<file path="src/sms_pkg.sv">
/*
  Shared constants and carrier types of the safety monitor status block.
  Assumes one 100 MHz system clock; analog detectors deliver raw levels.
*/
package sms_pkg;

  // Timing
  localparam int CLK_MHZ        = 100;
  localparam int WIN_TIME_US    = 10;
  localparam int WIN_CYC        = WIN_TIME_US * CLK_MHZ;
  localparam int CNT_W          = 16;

  // Missing-clock limits, edges per window
  localparam logic [15:0] MAIN_WD_MIN_CNT = 16'h0014;
  localparam logic [15:0] DIAG_WD_MIN_CNT = 16'h0014;

  // Flag vector layout
  localparam int SUP_N   = 16;
  localparam int CLKF_N  = 3;
  localparam int DIG_N   = 4;
  localparam int FLT_N   = SUP_N + CLKF_N + DIG_N;
  localparam int SUP_LO  = 0;
  localparam int CLKF_LO = SUP_LO + SUP_N;
  localparam int DIG_LO  = CLKF_LO + CLKF_N;
  localparam int COMM_N  = 4;
  localparam int LDO_N   = 3;
  localparam int GPIO_N  = 13;

  // Supply flag positions: A, IO, D order inside each group
  localparam int SUP_OV_LO   = 0;
  localparam int SUP_UV_LO   = 3;
  localparam int SUP_OSC_LO  = 6;
  localparam int SUP_OTW_LO  = 9;
  localparam int SUP_CL_LO   = 11;
  localparam int SUP_DISC_LO = 13;

  // Clock flag positions
  localparam int CK_FREQ    = 0;
  localparam int CK_MAIN_WD = 1;
  localparam int CK_DIAG_WD = 2;

  // Digital flag positions
  localparam int DG_MEM_CRC = 3;

  // Communication flag positions
  localparam int CM_CHECK   = 0;
  localparam int CM_TIMEOUT = 1;
  localparam int CM_SCLK    = 2;
  localparam int CM_ACCESS  = 3;

  // Reset values
  localparam logic FLAG_RST = 1'b1;
  localparam logic LDO_RST  = 1'b1;

  typedef struct packed {
    logic [3:0] cmd_response;
    logic       lock_state;
    logic       clock_source;
    logic       mode_state;
    logic       supply_comb_n;
    logic       clock_comb_n;
    logic       digital_comb_n;
    logic       frame_check_fault_flag;
    logic       frame_timeout_flag;
    logic       serial_clk_count_fault_flag;
    logic       bad_address_fault_flag;
  } sms_status_msb_s;

  typedef struct packed {
    logic       sequencer_running_flag;
    logic [1:0] current_adc_a_counter;
    logic [1:0] current_adc_b_counter;
    logic [1:0] mux_adc_sequence_counter;
  } sms_status_lsb_s;

  typedef struct packed {
    logic       otp_bank_indicator;
    logic [3:0] flags_n;
  } sms_digital_s;

  typedef struct packed {
    logic       io_supply_ov_threshold_sel;
    logic       io_supply_uv_threshold_sel;
    logic [1:0] analog_ldo_overtemp_threshold;
    logic [1:0] io_ldo_overtemp_threshold;
    logic [1:0] memory_crc_diag_field;
    logic [2:0] readback_diag_enable;
  } sms_mon_cfg_s;

endpackage

</file>
<file path="src/sms_top.sv">
/*
  Safety monitor status aggregation: supply, clock, digital and link fault
  flags, indicators and conversion counters, all on plain ports.
  Assumes analog detector levels, supply good levels, oscillator ticks and
  GPIO pins are asynchronous; all other inputs come from CLK logic.
*/
`timescale 1ns/1ns
// Behaviour
// - Frequency mismatch beyond threshold clears frequency flag
// - Slow main clock clears main watchdog flag
// - Slow diagnostic oscillator clears its watchdog flag
// - Main clock internal or external, compared
// - Any supply below POR holds reset
// - Overvoltage stops regulator, except during diagnostic
// - Current limit sets regulator current flags
// - Host threshold selects applied to monitors
// - Three ground pins watched, common ground not
// - Three section CRC monitors, enables, flags
// - Memory CRC and GPIO readback, no enables
// - Link fault flags; timeout, clock count enabled
// - Response, lock, clock, mode, sequencer, bank indicators
// - Two-bit conversion and sequence counters
// - Enabled monitor fault drives flag low
// - Non-link flags held until host clears or disables the monitor
// - Link flags self-clear after clean frame
module sms_top (
  input  wire logic                           CLK,
  input  wire logic                           RST,
  input  wire logic [sms_pkg::SUP_N-1:0]      SUPPLY_DET,
  input  wire logic [sms_pkg::SUP_N-1:0]      SUPPLY_EN,
  input  wire logic [sms_pkg::SUP_N-1:0]      SUPPLY_CLR,
  input  wire logic [sms_pkg::LDO_N-1:0]      OV_DIAG_ACTIVE,
  input  wire logic [sms_pkg::LDO_N-1:0]      POR_OK,
  input  wire logic                           IO_SUPPLY_OV_THRESHOLD_SEL,
  input  wire logic                           IO_SUPPLY_UV_THRESHOLD_SEL,
  input  wire logic [1:0]                     ANALOG_LDO_OVERTEMP_THRESHOLD,
  input  wire logic [1:0]                     IO_LDO_OVERTEMP_THRESHOLD,
  input  wire logic                           OSC_MAIN_TICK,
  input  wire logic                           EXT_CLK_TICK,
  input  wire logic                           DIAG_OSC_TICK,
  input  wire logic                           CLK_SRC_EXT,
  input  wire logic [sms_pkg::CLKF_N-1:0]     CLK_MON_EN,
  input  wire logic [sms_pkg::CLKF_N-1:0]     CLK_CLR,
  input  wire logic [15:0]                    CLK_DEVIATION_THRESHOLD,
  input  wire logic [sms_pkg::DIG_N-1:0]      CRC_MISMATCH,
  input  wire logic [2:0]                     SECTION_CRC_ENABLE,
  input  wire logic [sms_pkg::DIG_N-1:0]      DIG_CLR,
  input  wire logic [1:0]                     MEMORY_CRC_DIAG_FIELD,
  input  wire logic                           OTP_BANK,
  input  wire logic [2:0]                     READBACK_DIAG_ENABLE,
  input  wire logic [sms_pkg::GPIO_N-1:0]     GPIO_PIN,
  input  wire logic                           FRAME_CHECK_ERR,
  input  wire logic                           FRAME_TIMEOUT_ERR,
  input  wire logic                           SERIAL_CLK_COUNT_ERR,
  input  wire logic                           BAD_ADDRESS_ERR,
  input  wire logic                           TIMEOUT_EN,
  input  wire logic                           SCLK_COUNTER_EN,
  input  wire logic                           FRAME_END,
  input  wire logic [3:0]                     CMD_RESPONSE,
  input  wire logic                           LOCK_STATE,
  input  wire logic                           MODE_STATE,
  input  wire logic                           SEQ_RUNNING,
  input  wire logic                           CONV_A_DONE,
  input  wire logic                           CONV_B_DONE,
  input  wire logic                           SEQ_DONE,
  output logic      [sms_pkg::SUP_N-1:0]      SUPPLY_STATUS,
  output logic      [sms_pkg::CLKF_N-1:0]     CLOCK_STATUS,
  output sms_pkg::sms_digital_s               DIGITAL_STATUS,
  output sms_pkg::sms_status_msb_s            STATUS_MSB,
  output sms_pkg::sms_status_lsb_s            STATUS_LSB,
  output sms_pkg::sms_mon_cfg_s               MON_CFG,
  output logic      [sms_pkg::GPIO_N-1:0]     GPI_DATA,
  output logic      [sms_pkg::LDO_N-1:0]      LDO_ON,
  output logic                                CORE_RST
);

  localparam int SYNC_N = sms_pkg::SUP_N + sms_pkg::LDO_N + 3 + sms_pkg::GPIO_N;
  localparam logic [15:0] WIN_LAST = 16'(sms_pkg::WIN_CYC - 1);

  typedef struct packed {
    logic [SYNC_N-1:0]              sync1;
    logic [SYNC_N-1:0]              sync2;
    logic [15:0]                    win_cnt;
    logic                           win_end;
    logic                           eval;
    logic [sms_pkg::FLT_N-1:0]      flt;
    logic [sms_pkg::COMM_N-1:0]     comm;
    logic                           frame_bad;
    sms_pkg::sms_status_msb_s       msb;
    sms_pkg::sms_status_lsb_s       lsb;
    sms_pkg::sms_digital_s          dig;
    sms_pkg::sms_mon_cfg_s          cfg;
    logic [sms_pkg::GPIO_N-1:0]     gpi;
    logic [sms_pkg::LDO_N-1:0]      ldo_on;
    logic                           core_rst;
  } sms_state_s;

  sms_state_s s_r;
  sms_state_s s_nxt;

  logic [SYNC_N-1:0]              raw;
  logic [sms_pkg::SUP_N-1:0]      sup_s;
  logic [sms_pkg::LDO_N-1:0]      por_s;
  logic                           osc_s;
  logic                           ext_s;
  logic                           diag_s;
  logic [sms_pkg::GPIO_N-1:0]     gpio_s;
  logic                           main_tick;
  logic [15:0]                    main_cnt;
  logic [15:0]                    diag_cnt;
  logic [15:0]                    diff;
  logic [sms_pkg::FLT_N-1:0]      det;
  logic [sms_pkg::FLT_N-1:0]      en;
  logic [sms_pkg::FLT_N-1:0]      clr;
  logic [sms_pkg::COMM_N-1:0]     comm_ev;
  logic [sms_pkg::COMM_N-1:0]     comm_en;
  logic                           por_fail;

  assign raw = {GPIO_PIN, DIAG_OSC_TICK, EXT_CLK_TICK, OSC_MAIN_TICK, POR_OK, SUPPLY_DET};
  assign {gpio_s, diag_s, ext_s, osc_s, por_s, sup_s} = s_r.sync2;

  // Selected main clock source is what gets checked
  assign main_tick = CLK_SRC_EXT ? ext_s : osc_s;

  sms_edge_count #(.CNT_W(16)) u_main_cnt (
    .clk     (CLK),
    .rst     (RST),
    .sig     (main_tick),
    .win_end (s_r.win_end),
    .cnt     (main_cnt)
  );

  sms_edge_count #(.CNT_W(16)) u_diag_cnt (
    .clk     (CLK),
    .rst     (RST),
    .sig     (diag_s),
    .win_end (s_r.win_end),
    .cnt     (diag_cnt)
  );

  assign diff = (main_cnt > diag_cnt) ? (main_cnt - diag_cnt) : (diag_cnt - main_cnt);
  assign por_fail = ~&por_s;

  always_comb begin
    s_nxt       = s_r;
    s_nxt.sync1 = raw;
    s_nxt.sync2 = s_r.sync1;

    // Measurement window; counts are valid one cycle after its end
    s_nxt.win_end = (s_r.win_cnt == WIN_LAST);
    s_nxt.win_cnt = s_nxt.win_end ? 16'h0000 : s_r.win_cnt + 16'h0001;
    s_nxt.eval    = s_r.win_end;

    // Supply detectors: OV, UV, oscillation, overtemperature, current limit,
    // and only the three monitored ground pins
    det = '0;
    det[sms_pkg::SUP_LO +: sms_pkg::SUP_N] = sup_s;
    det[sms_pkg::CLKF_LO + sms_pkg::CK_FREQ] =
      s_r.eval & (diff > CLK_DEVIATION_THRESHOLD);
    det[sms_pkg::CLKF_LO + sms_pkg::CK_MAIN_WD] =
      s_r.eval & (main_cnt < sms_pkg::MAIN_WD_MIN_CNT);
    det[sms_pkg::CLKF_LO + sms_pkg::CK_DIAG_WD] =
      s_r.eval & (diag_cnt < sms_pkg::DIAG_WD_MIN_CNT);
    det[sms_pkg::DIG_LO +: sms_pkg::DIG_N] = CRC_MISMATCH;

    // Memory CRC has no enable and always runs
    en  = {1'b1, SECTION_CRC_ENABLE, CLK_MON_EN, SUPPLY_EN};
    clr = {DIG_CLR, CLK_CLR, SUPPLY_CLR};

    // Detection wins over a clear in the same cycle
    for (int i = 0; i < sms_pkg::FLT_N; i++) begin
      if (!en[i]) begin
        s_nxt.flt[i] = 1'b1;
      end else if (det[i]) begin
        s_nxt.flt[i] = 1'b0;
      end else if (clr[i]) begin
        s_nxt.flt[i] = 1'b1;
      end
    end

    // Link monitors: check and address always on, others enabled
    comm_en = {1'b1, SCLK_COUNTER_EN, TIMEOUT_EN, 1'b1};
    comm_ev = {BAD_ADDRESS_ERR, SERIAL_CLK_COUNT_ERR, FRAME_TIMEOUT_ERR, FRAME_CHECK_ERR}
              & comm_en;
    for (int i = 0; i < sms_pkg::COMM_N; i++) begin
      if (!comm_en[i]) begin
        s_nxt.comm[i] = 1'b1;
      end else if (comm_ev[i]) begin
        s_nxt.comm[i] = 1'b0;
      end
    end
    if (FRAME_END) begin
      // Clean frame: flags read high again from frame end until the next link event
      if (!(s_r.frame_bad || (|comm_ev))) begin
        s_nxt.comm = '1;
      end
      s_nxt.frame_bad = 1'b0;
    end else if (|comm_ev) begin
      s_nxt.frame_bad = 1'b1;
    end

    // Regulator protection ignores the enables; diagnostics never trip it
    for (int i = 0; i < sms_pkg::LDO_N; i++) begin
      s_nxt.ldo_on[i] = ~(sup_s[sms_pkg::SUP_OV_LO + i] & ~OV_DIAG_ACTIVE[i]);
    end

    s_nxt.cfg.io_supply_ov_threshold_sel    = IO_SUPPLY_OV_THRESHOLD_SEL;
    s_nxt.cfg.io_supply_uv_threshold_sel    = IO_SUPPLY_UV_THRESHOLD_SEL;
    s_nxt.cfg.analog_ldo_overtemp_threshold = ANALOG_LDO_OVERTEMP_THRESHOLD;
    s_nxt.cfg.io_ldo_overtemp_threshold     = IO_LDO_OVERTEMP_THRESHOLD;
    s_nxt.cfg.memory_crc_diag_field         = MEMORY_CRC_DIAG_FIELD;
    s_nxt.cfg.readback_diag_enable          = READBACK_DIAG_ENABLE;
    s_nxt.gpi                               = gpio_s;

    s_nxt.dig.flags_n            = s_nxt.flt[sms_pkg::DIG_LO +: sms_pkg::DIG_N];
    s_nxt.dig.otp_bank_indicator = OTP_BANK;

    s_nxt.msb.cmd_response   = CMD_RESPONSE;
    s_nxt.msb.lock_state     = LOCK_STATE;
    s_nxt.msb.clock_source   = CLK_SRC_EXT;
    s_nxt.msb.mode_state     = MODE_STATE;
    s_nxt.msb.supply_comb_n  = &s_nxt.flt[sms_pkg::SUP_LO +: sms_pkg::SUP_N];
    s_nxt.msb.clock_comb_n   = &s_nxt.flt[sms_pkg::CLKF_LO +: sms_pkg::CLKF_N];
    s_nxt.msb.digital_comb_n = &s_nxt.flt[sms_pkg::DIG_LO +: sms_pkg::DIG_N];
    s_nxt.msb.frame_check_fault_flag      = s_nxt.comm[sms_pkg::CM_CHECK];
    s_nxt.msb.frame_timeout_flag          = s_nxt.comm[sms_pkg::CM_TIMEOUT];
    s_nxt.msb.serial_clk_count_fault_flag = s_nxt.comm[sms_pkg::CM_SCLK];
    s_nxt.msb.bad_address_fault_flag      = s_nxt.comm[sms_pkg::CM_ACCESS];

    s_nxt.lsb.sequencer_running_flag = SEQ_RUNNING;
    if (CONV_A_DONE) begin
      s_nxt.lsb.current_adc_a_counter = s_r.lsb.current_adc_a_counter + 2'h1;
    end
    if (CONV_B_DONE) begin
      s_nxt.lsb.current_adc_b_counter = s_r.lsb.current_adc_b_counter + 2'h1;
    end
    if (SEQ_DONE) begin
      s_nxt.lsb.mux_adc_sequence_counter = s_r.lsb.mux_adc_sequence_counter + 2'h1;
    end

    // Supply loss: flags, link state, status words and counters forced to reset; sync, window, config, GPIO and LDO control keep running
    s_nxt.core_rst = por_fail;
    if (por_fail) begin
      s_nxt.flt       = '1;
      s_nxt.comm      = '1;
      s_nxt.frame_bad = 1'b0;
      s_nxt.lsb       = '0;
      s_nxt.msb       = '0;
      s_nxt.msb.supply_comb_n  = 1'b1;
      s_nxt.msb.clock_comb_n   = 1'b1;
      s_nxt.msb.digital_comb_n = 1'b1;
      s_nxt.msb.frame_check_fault_flag      = 1'b1;
      s_nxt.msb.frame_timeout_flag          = 1'b1;
      s_nxt.msb.serial_clk_count_fault_flag = 1'b1;
      s_nxt.msb.bad_address_fault_flag      = 1'b1;
      s_nxt.dig.flags_n = '1;
    end
  end

  always_ff @(posedge CLK) begin
    if (RST) begin
      s_r          <= '0;
      s_r.flt      <= '1;
      s_r.comm     <= '1;
      s_r.dig.flags_n <= '1;
      s_r.msb.supply_comb_n  <= sms_pkg::FLAG_RST;
      s_r.msb.clock_comb_n   <= sms_pkg::FLAG_RST;
      s_r.msb.digital_comb_n <= sms_pkg::FLAG_RST;
      s_r.msb.frame_check_fault_flag      <= sms_pkg::FLAG_RST;
      s_r.msb.frame_timeout_flag          <= sms_pkg::FLAG_RST;
      s_r.msb.serial_clk_count_fault_flag <= sms_pkg::FLAG_RST;
      s_r.msb.bad_address_fault_flag      <= sms_pkg::FLAG_RST;
      s_r.ldo_on   <= {sms_pkg::LDO_N{sms_pkg::LDO_RST}};
      s_r.core_rst <= 1'b1;
    end else begin
      s_r <= s_nxt;
    end
  end

  assign SUPPLY_STATUS  = s_r.flt[sms_pkg::SUP_LO +: sms_pkg::SUP_N];
  assign CLOCK_STATUS   = s_r.flt[sms_pkg::CLKF_LO +: sms_pkg::CLKF_N];
  assign DIGITAL_STATUS = s_r.dig;
  assign STATUS_MSB     = s_r.msb;
  assign STATUS_LSB     = s_r.lsb;
  assign MON_CFG        = s_r.cfg;
  assign GPI_DATA       = s_r.gpi;
  assign LDO_ON         = s_r.ldo_on;
  assign CORE_RST       = s_r.core_rst;

endmodule

</file>
<file path="src/sms_edge_count.sv">
/*
  Counts rising edges of an already synchronised tick over one window.
  Assumes the caller supplies a one-cycle window end pulse.
*/
`timescale 1ns/1ns
module sms_edge_count #(
  parameter int CNT_W = 16
) (
  input  wire logic             clk,
  input  wire logic             rst,
  input  wire logic             sig,
  input  wire logic             win_end,
  output logic      [CNT_W-1:0] cnt
);

  typedef struct packed {
    logic             prev;
    logic [CNT_W-1:0] run;
    logic [CNT_W-1:0] cnt;
  } sms_ec_state_s;

  sms_ec_state_s s_r;
  sms_ec_state_s s_nxt;
  logic          edge_seen;

  always_comb begin
    s_nxt     = s_r;
    edge_seen = sig & ~s_r.prev;
    s_nxt.prev = sig;
    if (win_end) begin
      // Edge on the closing cycle still belongs to this window
      s_nxt.cnt = s_r.run + {{(CNT_W-1){1'b0}}, edge_seen};
      s_nxt.run = '0;
    end else if (edge_seen) begin
      s_nxt.run = s_r.run + {{(CNT_W-1){1'b0}}, 1'b1};
    end
  end

  always_ff @(posedge clk) begin
    if (rst) begin
      s_r <= '0;
    end else begin
      s_r <= s_nxt;
    end
  end

  assign cnt = s_r.cnt;

endmodule

</file>
<file path="config.mk">
export PLATFORM = sky130hd
export DESIGN_NAME = sms_top
export DESIGN_NICKNAME = d
export VERILOG_FILES = /design/src/sms_pkg.sv /design/src/sms_top.sv /design/src/sms_edge_count.sv
export SDC_FILE = /design/constraint.sdc
export NUM_CORES = 1
export LEC_CHECK = 0
export BUFFER_PORTS_ARGS = -buffer_cell sky130_fd_sc_hd__buf_2
export CAP_MARGIN = 20
export CELL_PAD_IN_SITES_DETAIL_PLACEMENT = 0
export CELL_PAD_IN_SITES_GLOBAL_PLACEMENT = 1
export CORE_ASPECT_RATIO = 1.75
export CORE_MARGIN = 2
export CORE_UTILIZATION = 42
export DETAILED_ROUTE_END_ITERATION = 12
export PLACE_DENSITY = 0.8
export SYNTH_ARGS = -nofsm -noshare
export SYNTH_HDL_FRONTEND = slang
export SYNTH_SLANG_ARGS = --single-unit
</file>
<file path="constraint.sdc">
create_clock -name CLK -period 4.25 [get_ports CLK]
set_input_delay 0.425 -clock CLK [delete_from_list [all_inputs] [get_ports CLK]]
set_output_delay 0.425 -clock CLK [all_outputs]
set_load 0.05 [all_outputs]
</file>
==> out/metrics.csv, run 1 <==
metric;value;unit
largest net degree at the start of global routing;71;
via count;7976;
Area after DPL;11310;sq um
num rows;76;
vias per cell;4.917;
Worst Reg-to-Reg Cells;15;
Setup crit start;u_main_cnt.cnt[14];
routed wire length;25690;um
Max-slew headroom;0.4392;
Sw Share;0.2209;
Syn. warnings;0;
CTS tree;yes;
chip width;123.8;um
reg2reg end;STATUS_MSB[5];
synthesized net count;1363;
Tcrit/Tclk final;0.9391;
Main synth FF type;dfxtp_1;
first-pass GRT wire length;39070;um
Root Driver;clkbuf_16;
DIE AREA;26430;sq um
wire per inst;15.84;um
Max-Cap Viols;0;
final hold violations;0;
fraction of layout cells with a size suffix above 1;0.2248;
residual DRC count;0;
Area growth, synth to finish;14.27;%
r2r startpoint;u_main_cnt.cnt[14];
H-tree Lvls;1;
synth unique cells;60;
P_sw;958.6;uW
most common cell after layout, fill and taps aside;dfxtp_1;
Clock power frac;0.447;
Int Power;3381;uW
Arr. time, crit path;4400;ps
clk_lat worst skew;510;ps
hold bufs inserted after CTS;0;
clock-pin slew on the worst setup and hold paths;60;ps
post-synthesis compound-gate area fraction;0.1059;
filler cell count;2415;
top fanout value on the critical path;10;
WP data required;4660;ps
Static Leak;0.005147;uW
DP HPWL;20400;um
CP Capture Type;flop;
Post-Syn Area;10540;sq um
sequential fraction of design power;0.506;
fraction of registers with async set/reset;0;
post-synthesis sequential area ratio;0.4330;
Post-Layout Inst Area;12040;sq um
Setup crit start kind;flop;
Mapped Avg Cell Area;8.993;sq um
final antenna-violating net count;0;
Placer Congestion;0.9103;
Post-Synth Simple-Gate Area;0.2194;
Synth Area in XOR/XNOR;0.06814;
PortBufs;207;
main combinational cell family by area after synthesis;simple AND/OR/NAND/NOR gates;
total core area;24630;sq um
Achievable Freq;0.2505;GHz
Slew Viols, Final;0;
Crit Path Class;reg2reg;
status;completed;
Inserted Clock Buffers;22;
Setup crit end;STATUS_MSB[5];
Final min period;3991;ps
maximum clock insertion buffer count;3;
CTS Sinks;228;
IR drop worst, VDD;0.2310;mV
Initial Utilization;0.4280;
die span in y;213.6;um
antenna violations before repair;2;
global-route usage over all layers;0.1907;
I/O Pins;208;
actual slew at the worst max-slew pin;840.3;ps
total gr overflow;0;
commonest cells after routing, fill and taps aside;228 x dfxtp_1, 206 x buf_2, 120 x nor2_1;
reg2reg setup slack;260;ps
endpoints failing setup;0;
number of global-route vias before repair;7820;
mux contribution to synthesized area;0.01068;
adder-cell share of the synthesized area;0.06790;
combinational share of power;0.047;
Pwr per Cell Area;360.3;nW/um^2
number of DRC markers in iteration 0;278;
final cell count without fillers;1622;
register bit total from synthesis;228;
Post-synth EDFFs;0;
Inst Count DP;1580;
Final nets;1483;
HP Class;in2reg;
final clock skew;11.77;ps
RSZ-0062 raised after global routing;false;
Syn Inst Count;1172;
final setup TNS;0;ps
DR pass1 iterations;4;
registers in the layout (all words and copies together) (netlist names), 13 cells and up:
signal / cells
u_main_cnt.cnt: 16
det: 16
s_r: 26
SUPPLY_STATUS: 16
u_diag_cnt.cnt: 16
GPI_DATA: 13
u_diag_cnt.s_r: 17
u_main_cnt.s_r: 17
gpio_s: 13
s_nxt: 36
worst min-delay path by stage:
stage          slack [ps]   endpoint  cells after the start  startpoint
6_report              100    s_r[54]                      2   FRAME_END
5_1_grt                80    s_r[54]                      2   FRAME_END
4_1_cts                80    s_r[54]                      2   FRAME_END
3_5_place_dp          370  LDO_ON[2]                      1      det[2]
3_3_place_gp          360  LDO_ON[1]                      1      det[1]
2_1_floorplan         350  LDO_ON[0]                      1      det[0]
power by group through the flow:
stage | Sequential, uW | Combinational [uW] | Clock, uW
finish | 2190 | 205 | 1940
global route | 2200 | 228 | 2090
CTS | 2190 | 210 | 2000
detailed placement | 2240 | 209 | 0
global placement | 2240 | 207 | 0
floorplan | 2240 | 129 | 0
stage by stage:
step           total power [uW]    util  hold WS, ps  setup slack (ps)
6_report                   4339  0.4890        97.81             258.7
5_1_grt                    4518  0.4890        79.23             23.41
4_1_cts                    4405  0.4888        79.01             238.2
3_3_place_gp               2449  0.4594        363.1             299.6
2_1_floorplan              2367       -        354.8             656.5
3_5_place_dp               2453  0.4594        365.3             263.5
kinds of logic after synthesis:
| logic type | count (synthesis) |
|---|---|
| buf+inv | 187 |
| fa+ha+maj | 56 |
| xor+xnor | 82 |
| flops | 228 |
| compound gates | 171 |
| simple gates | 437 |
| mux | 11 |
routing by layer:
layer	GRT usage	up-vias	part of all wire
li1	-	4083	-
met1	0.1765	3611	0.34
met2	0.3787	212	0.56
met3	0.02527	70	0.045
met4	0.1176	0	0.063
met5	0	-	0
synthesized netlist by cell type, drive strengths merged, types with 3 or more instances:
library cell	n	area share
nand2b	5	0.0030
and2	10	0.0059
o21ai	52	0.025
xor2	48	0.040
inv	60	0.021
or3	9	0.0053
nor2	121	0.044
or4	3	0.0021
nand3	33	0.016
ha	54	0.064
o21a	5	0.0036
or2	22	0.013
nor3	11	0.0052
nor2b	102	0.061
mux2i	9	0.0085
buf	86	0.059
dfxtp	228	0.43
a21o	13	0.0093
xnor2	34	0.028
and4	5	0.0042
nand4	32	0.020
and3	15	0.0089
clkbuf	41	0.015
o22ai	5	0.0030
a21oi	39	0.019
nand2	52	0.019
a311oi	3	0.0025
nand3b	3	0.0021
nor4	11	0.0080
a31oi	3	0.0018
a211oi	25	0.019
critical path, cell delays in order, from the launching register on:
cell     delay [ps]
dfxtp_1         380
inv_1            60
ha_1            450
nand4_4         230
a211o_1         320
o221a_2         310
nor2_4          290
mux2_2          390
xor2_1          150
ha_1            290
a21o_1          160
a21o_1          170
a21oi_1         140
o21ai_0         120
and2_1          190
nor4_1          250
final cells by class:
| class | instances | area, sq um | area share |
|---|---|---|---|
| antenna | 2 | 5.005 | 0.0004155 |
| clock buffer | 30 | 630.6 | 0.05236 |
| clock inverter | 10 | 95.09 | 0.007895 |
| inverter | 60 | 225.2 | 0.01870 |
| multi-input combinational | 757 | 4975 | 0.4130 |
| sequential | 228 | 4564 | 0.3790 |
| tap | 312 | 390.4 | 0.03241 |
| timing repair buffer | 223 | 1159 | 0.09620 |
timing repair:
| item | in CTS | in global routing |
|---|---|---|
| setup buffers | 0 | 0 |
| setup endpoints to repair | 0 | 1 |
| gates resized for setup | 0 | 1 |
No activity file was read; power rests on OpenSTA's default activity.
==> run 2: changes to the inputs <==
- CELL_PAD_IN_SITES_DETAIL_PLACEMENT: 0 -> 1
- CELL_PAD_IN_SITES_GLOBAL_PLACEMENT: 1 -> 2
- CORE_UTILIZATION: 42 -> 33
- PLACE_DENSITY: 0.8 -> 0.78
==> out/metrics.csv, run 2 (synthesized netlist as in run 1, its figures left out) <==
metric;value;unit;change
top fanout value on the critical path;5;;-5
number of DRC markers in iteration 0;209;;-25%
Area growth, synth to finish;15.50;%;
r2r startpoint;u_main_cnt.cnt[0];;
total core area;31530;sq um;+28%
commonest cells after routing, fill and taps aside;228 x dfxtp_1, 206 x buf_2, 120 x nor2_1;;
CP Capture Type;flop;;
max FFs per register;36;;unchanged
Initial Utilization;0.3343;;-0.09365
residual DRC count;0;;unchanged
WP data required;4690;ps;+30 ps
chip width;139.1;um;+12%
Hold Crit Depth;2;;unchanged
Placer Congestion;0.8753;;-3.8%
Root Driver;clkbuf_16;;
Slew Viols, Final;0;;unchanged
worst hold start;FRAME_END;;
reg2reg end;STATUS_MSB[5];;
Max-slew headroom;0.4062;;-0.03302
Arr. time, crit path;4400;ps;about the same
wire per inst;16.48;um;+4.0%
filler cell count;3740;;+55%
Inserted Clock Buffers;23;;+4.5%
final setup TNS;0;ps;unchanged
actual slew at the worst max-slew pin;890.7;ps;+50.46 ps
via count;8229;;+3.2%
Area after DPL;11400;sq um;+0.80%
endpoints failing setup;0;;unchanged
antenna violations before repair;2;;unchanged
vias per cell;4.824;;-1.9%
Clock power frac;0.451;;+0.004
Sw Share;0.2258;;+0.004892
Crit Path Class;reg2reg;;
status;completed;;
area of the multi-input gates;4981;sq um;+0.13%
num rows;86;;+13%
Tcrit/Tclk final;0.9313;;-0.007873
number of global-route vias before repair;8360;;+6.9%
I/O Pins;208;;unchanged
overall power;4374;uW;+0.79%
DIE AREA;33440;sq um;+27%
IR drop worst, VDD;0.2978;mV;+29%
P_sw;987.6;uW;+3.0%
die span in y;240.4;um;+13%
combinational share of power;0.047;;about the same
Max-Cap Viols;0;;unchanged
CTS Sinks;228;;unchanged
Setup crit start kind;flop;;
Int Power;3386;uW;+0.15%
final cell count without fillers;1706;;+5.2%
maximum clock insertion buffer count;3;;unchanged
final antenna-violating net count;0;;unchanged
reg2reg setup slack;290;ps;+30 ps
routed wire length;28110;um;+9.4%
Worst Reg-to-Reg Cells;17;;+2
largest net degree at the start of global routing;95;;+34%
fraction of layout cells with a size suffix above 1;0.2246;;about the same
RSZ-0062 raised after global routing;false;;
Pwr per Cell Area;359.2;nW/um^2;-0.29%
HP Class;in2reg;;
worst hold endpoint;s_r[54];;
Achievable Freq;0.2527;GHz;+0.85%
Static Leak;0.005167;uW;+0.38%
DP HPWL;22000;um;+7.8%
register area;4564;sq um;unchanged
DR pass1 iterations;4;;unchanged
total gr overflow;0;;unchanged
Post-Layout Inst Area;12170;sq um;+1.1%
sequential fraction of design power;0.502;;-0.004
Inst Count DP;1662;;+5.2%
Final nets;1486;;+0.20%
first-pass GRT wire length;43590;um;+12%
H-tree Lvls;1;;unchanged
CTS tree;yes;;
most common cell after layout, fill and taps aside;dfxtp_1;;
clk_lat worst skew;540;ps;+30 ps
clock-pin slew on the worst setup and hold paths;60;ps;about the same
final hold violations;0;;unchanged
Final min period;3958;ps;-33.46 ps
hold bufs inserted after CTS;0;;unchanged
hold slack final;61.18;ps;-36.63 ps
global-route usage over all layers;0.1630;;-0.02775
final clock skew;8.440;ps;-3.332 ps
PortBufs;207;;unchanged
==> run 2: changes by cell type in the layout (fill, tap and decap cells not counted), sizes merged <==
cell      before  now
buf          223  225
clkinvlp       2    0
clkbuf        30   31
diode          2    1
==> run 2: cell type report <==
cell class / count / share of cell area
multi-input combinational: 757 / 0.4091
inverter: 60 / 0.01850
clock inverter: 8 / 0.006886
tap: 396 / 0.04070
sequential: 228 / 0.3749
clock buffer: 31 / 0.05221
timing repair buffer: 225 / 0.09743
antenna: 1 / 0.0002055
==> run 2: critical path, stage by stage, from the launching register on <==
cell,delay (ps)
dfxtp_1,320
inv_1,60
ha_1,150
inv_1,50
fa_1,410
a211o_1,310
a211oi_2,310
o221a_2,330
nor2_4,80
buf_4,150
o41ai_2,350
xnor2_1,180
ha_1,270
a21o_1,170
a21oi_1,190
o21ai_0,110
and2_1,180
nor4_1,260
==> run 2: routing by layer <==
metal	vias to the layer above	track usage	routed length [um]
met4	0	0.07530	1128
met3	62	0.02231	1056
li1	4090	-	-
met5	-	0	0
met1	3896	0.1539	9776
met2	181	0.3383	16150
==> run 2: repair_timing <==
action,CTS,global route
gates resized for setup,0,2
buffers inserted,0,4
setup endpoints to repair,0,2
==> run 2: power by group through the flow <==
stage	Sequential [uW]	Combinational [uW]	Clock, uW
3_3_place_gp	2240	206	0
6_report	2190	205	1970
5_1_grt	2200	229	2140
4_1_cts	2190	212	2060
3_5_place_dp	2240	210	0
2_1_floorplan	2240	129	0
==> run 2: worst max-delay path by stage <==
stage	to	slack, ps	from
after floorplan	STATUS_MSB[5]	660	u_main_cnt.cnt[13]
after global placement	STATUS_MSB[5]	240	u_main_cnt.cnt[8]
after detailed placement	STATUS_MSB[5]	230	u_main_cnt.cnt[0]
after CTS	STATUS_MSB[5]	180	u_main_cnt.cnt[0]
after global routing	STATUS_MSB[5]	3	u_main_cnt.cnt[14]
final	STATUS_MSB[5]	290	u_main_cnt.cnt[0]
==> run 2: per-stage QoR <==
stage | utilization | setup WS [ps]
finish | 0.3861 | 292.2
global route | 0.3861 | 2.951
CTS | 0.3845 | 180.6
detailed placement | 0.3617 | 228.8
global placement | 0.3617 | 244.7
floorplan | - | 656.5
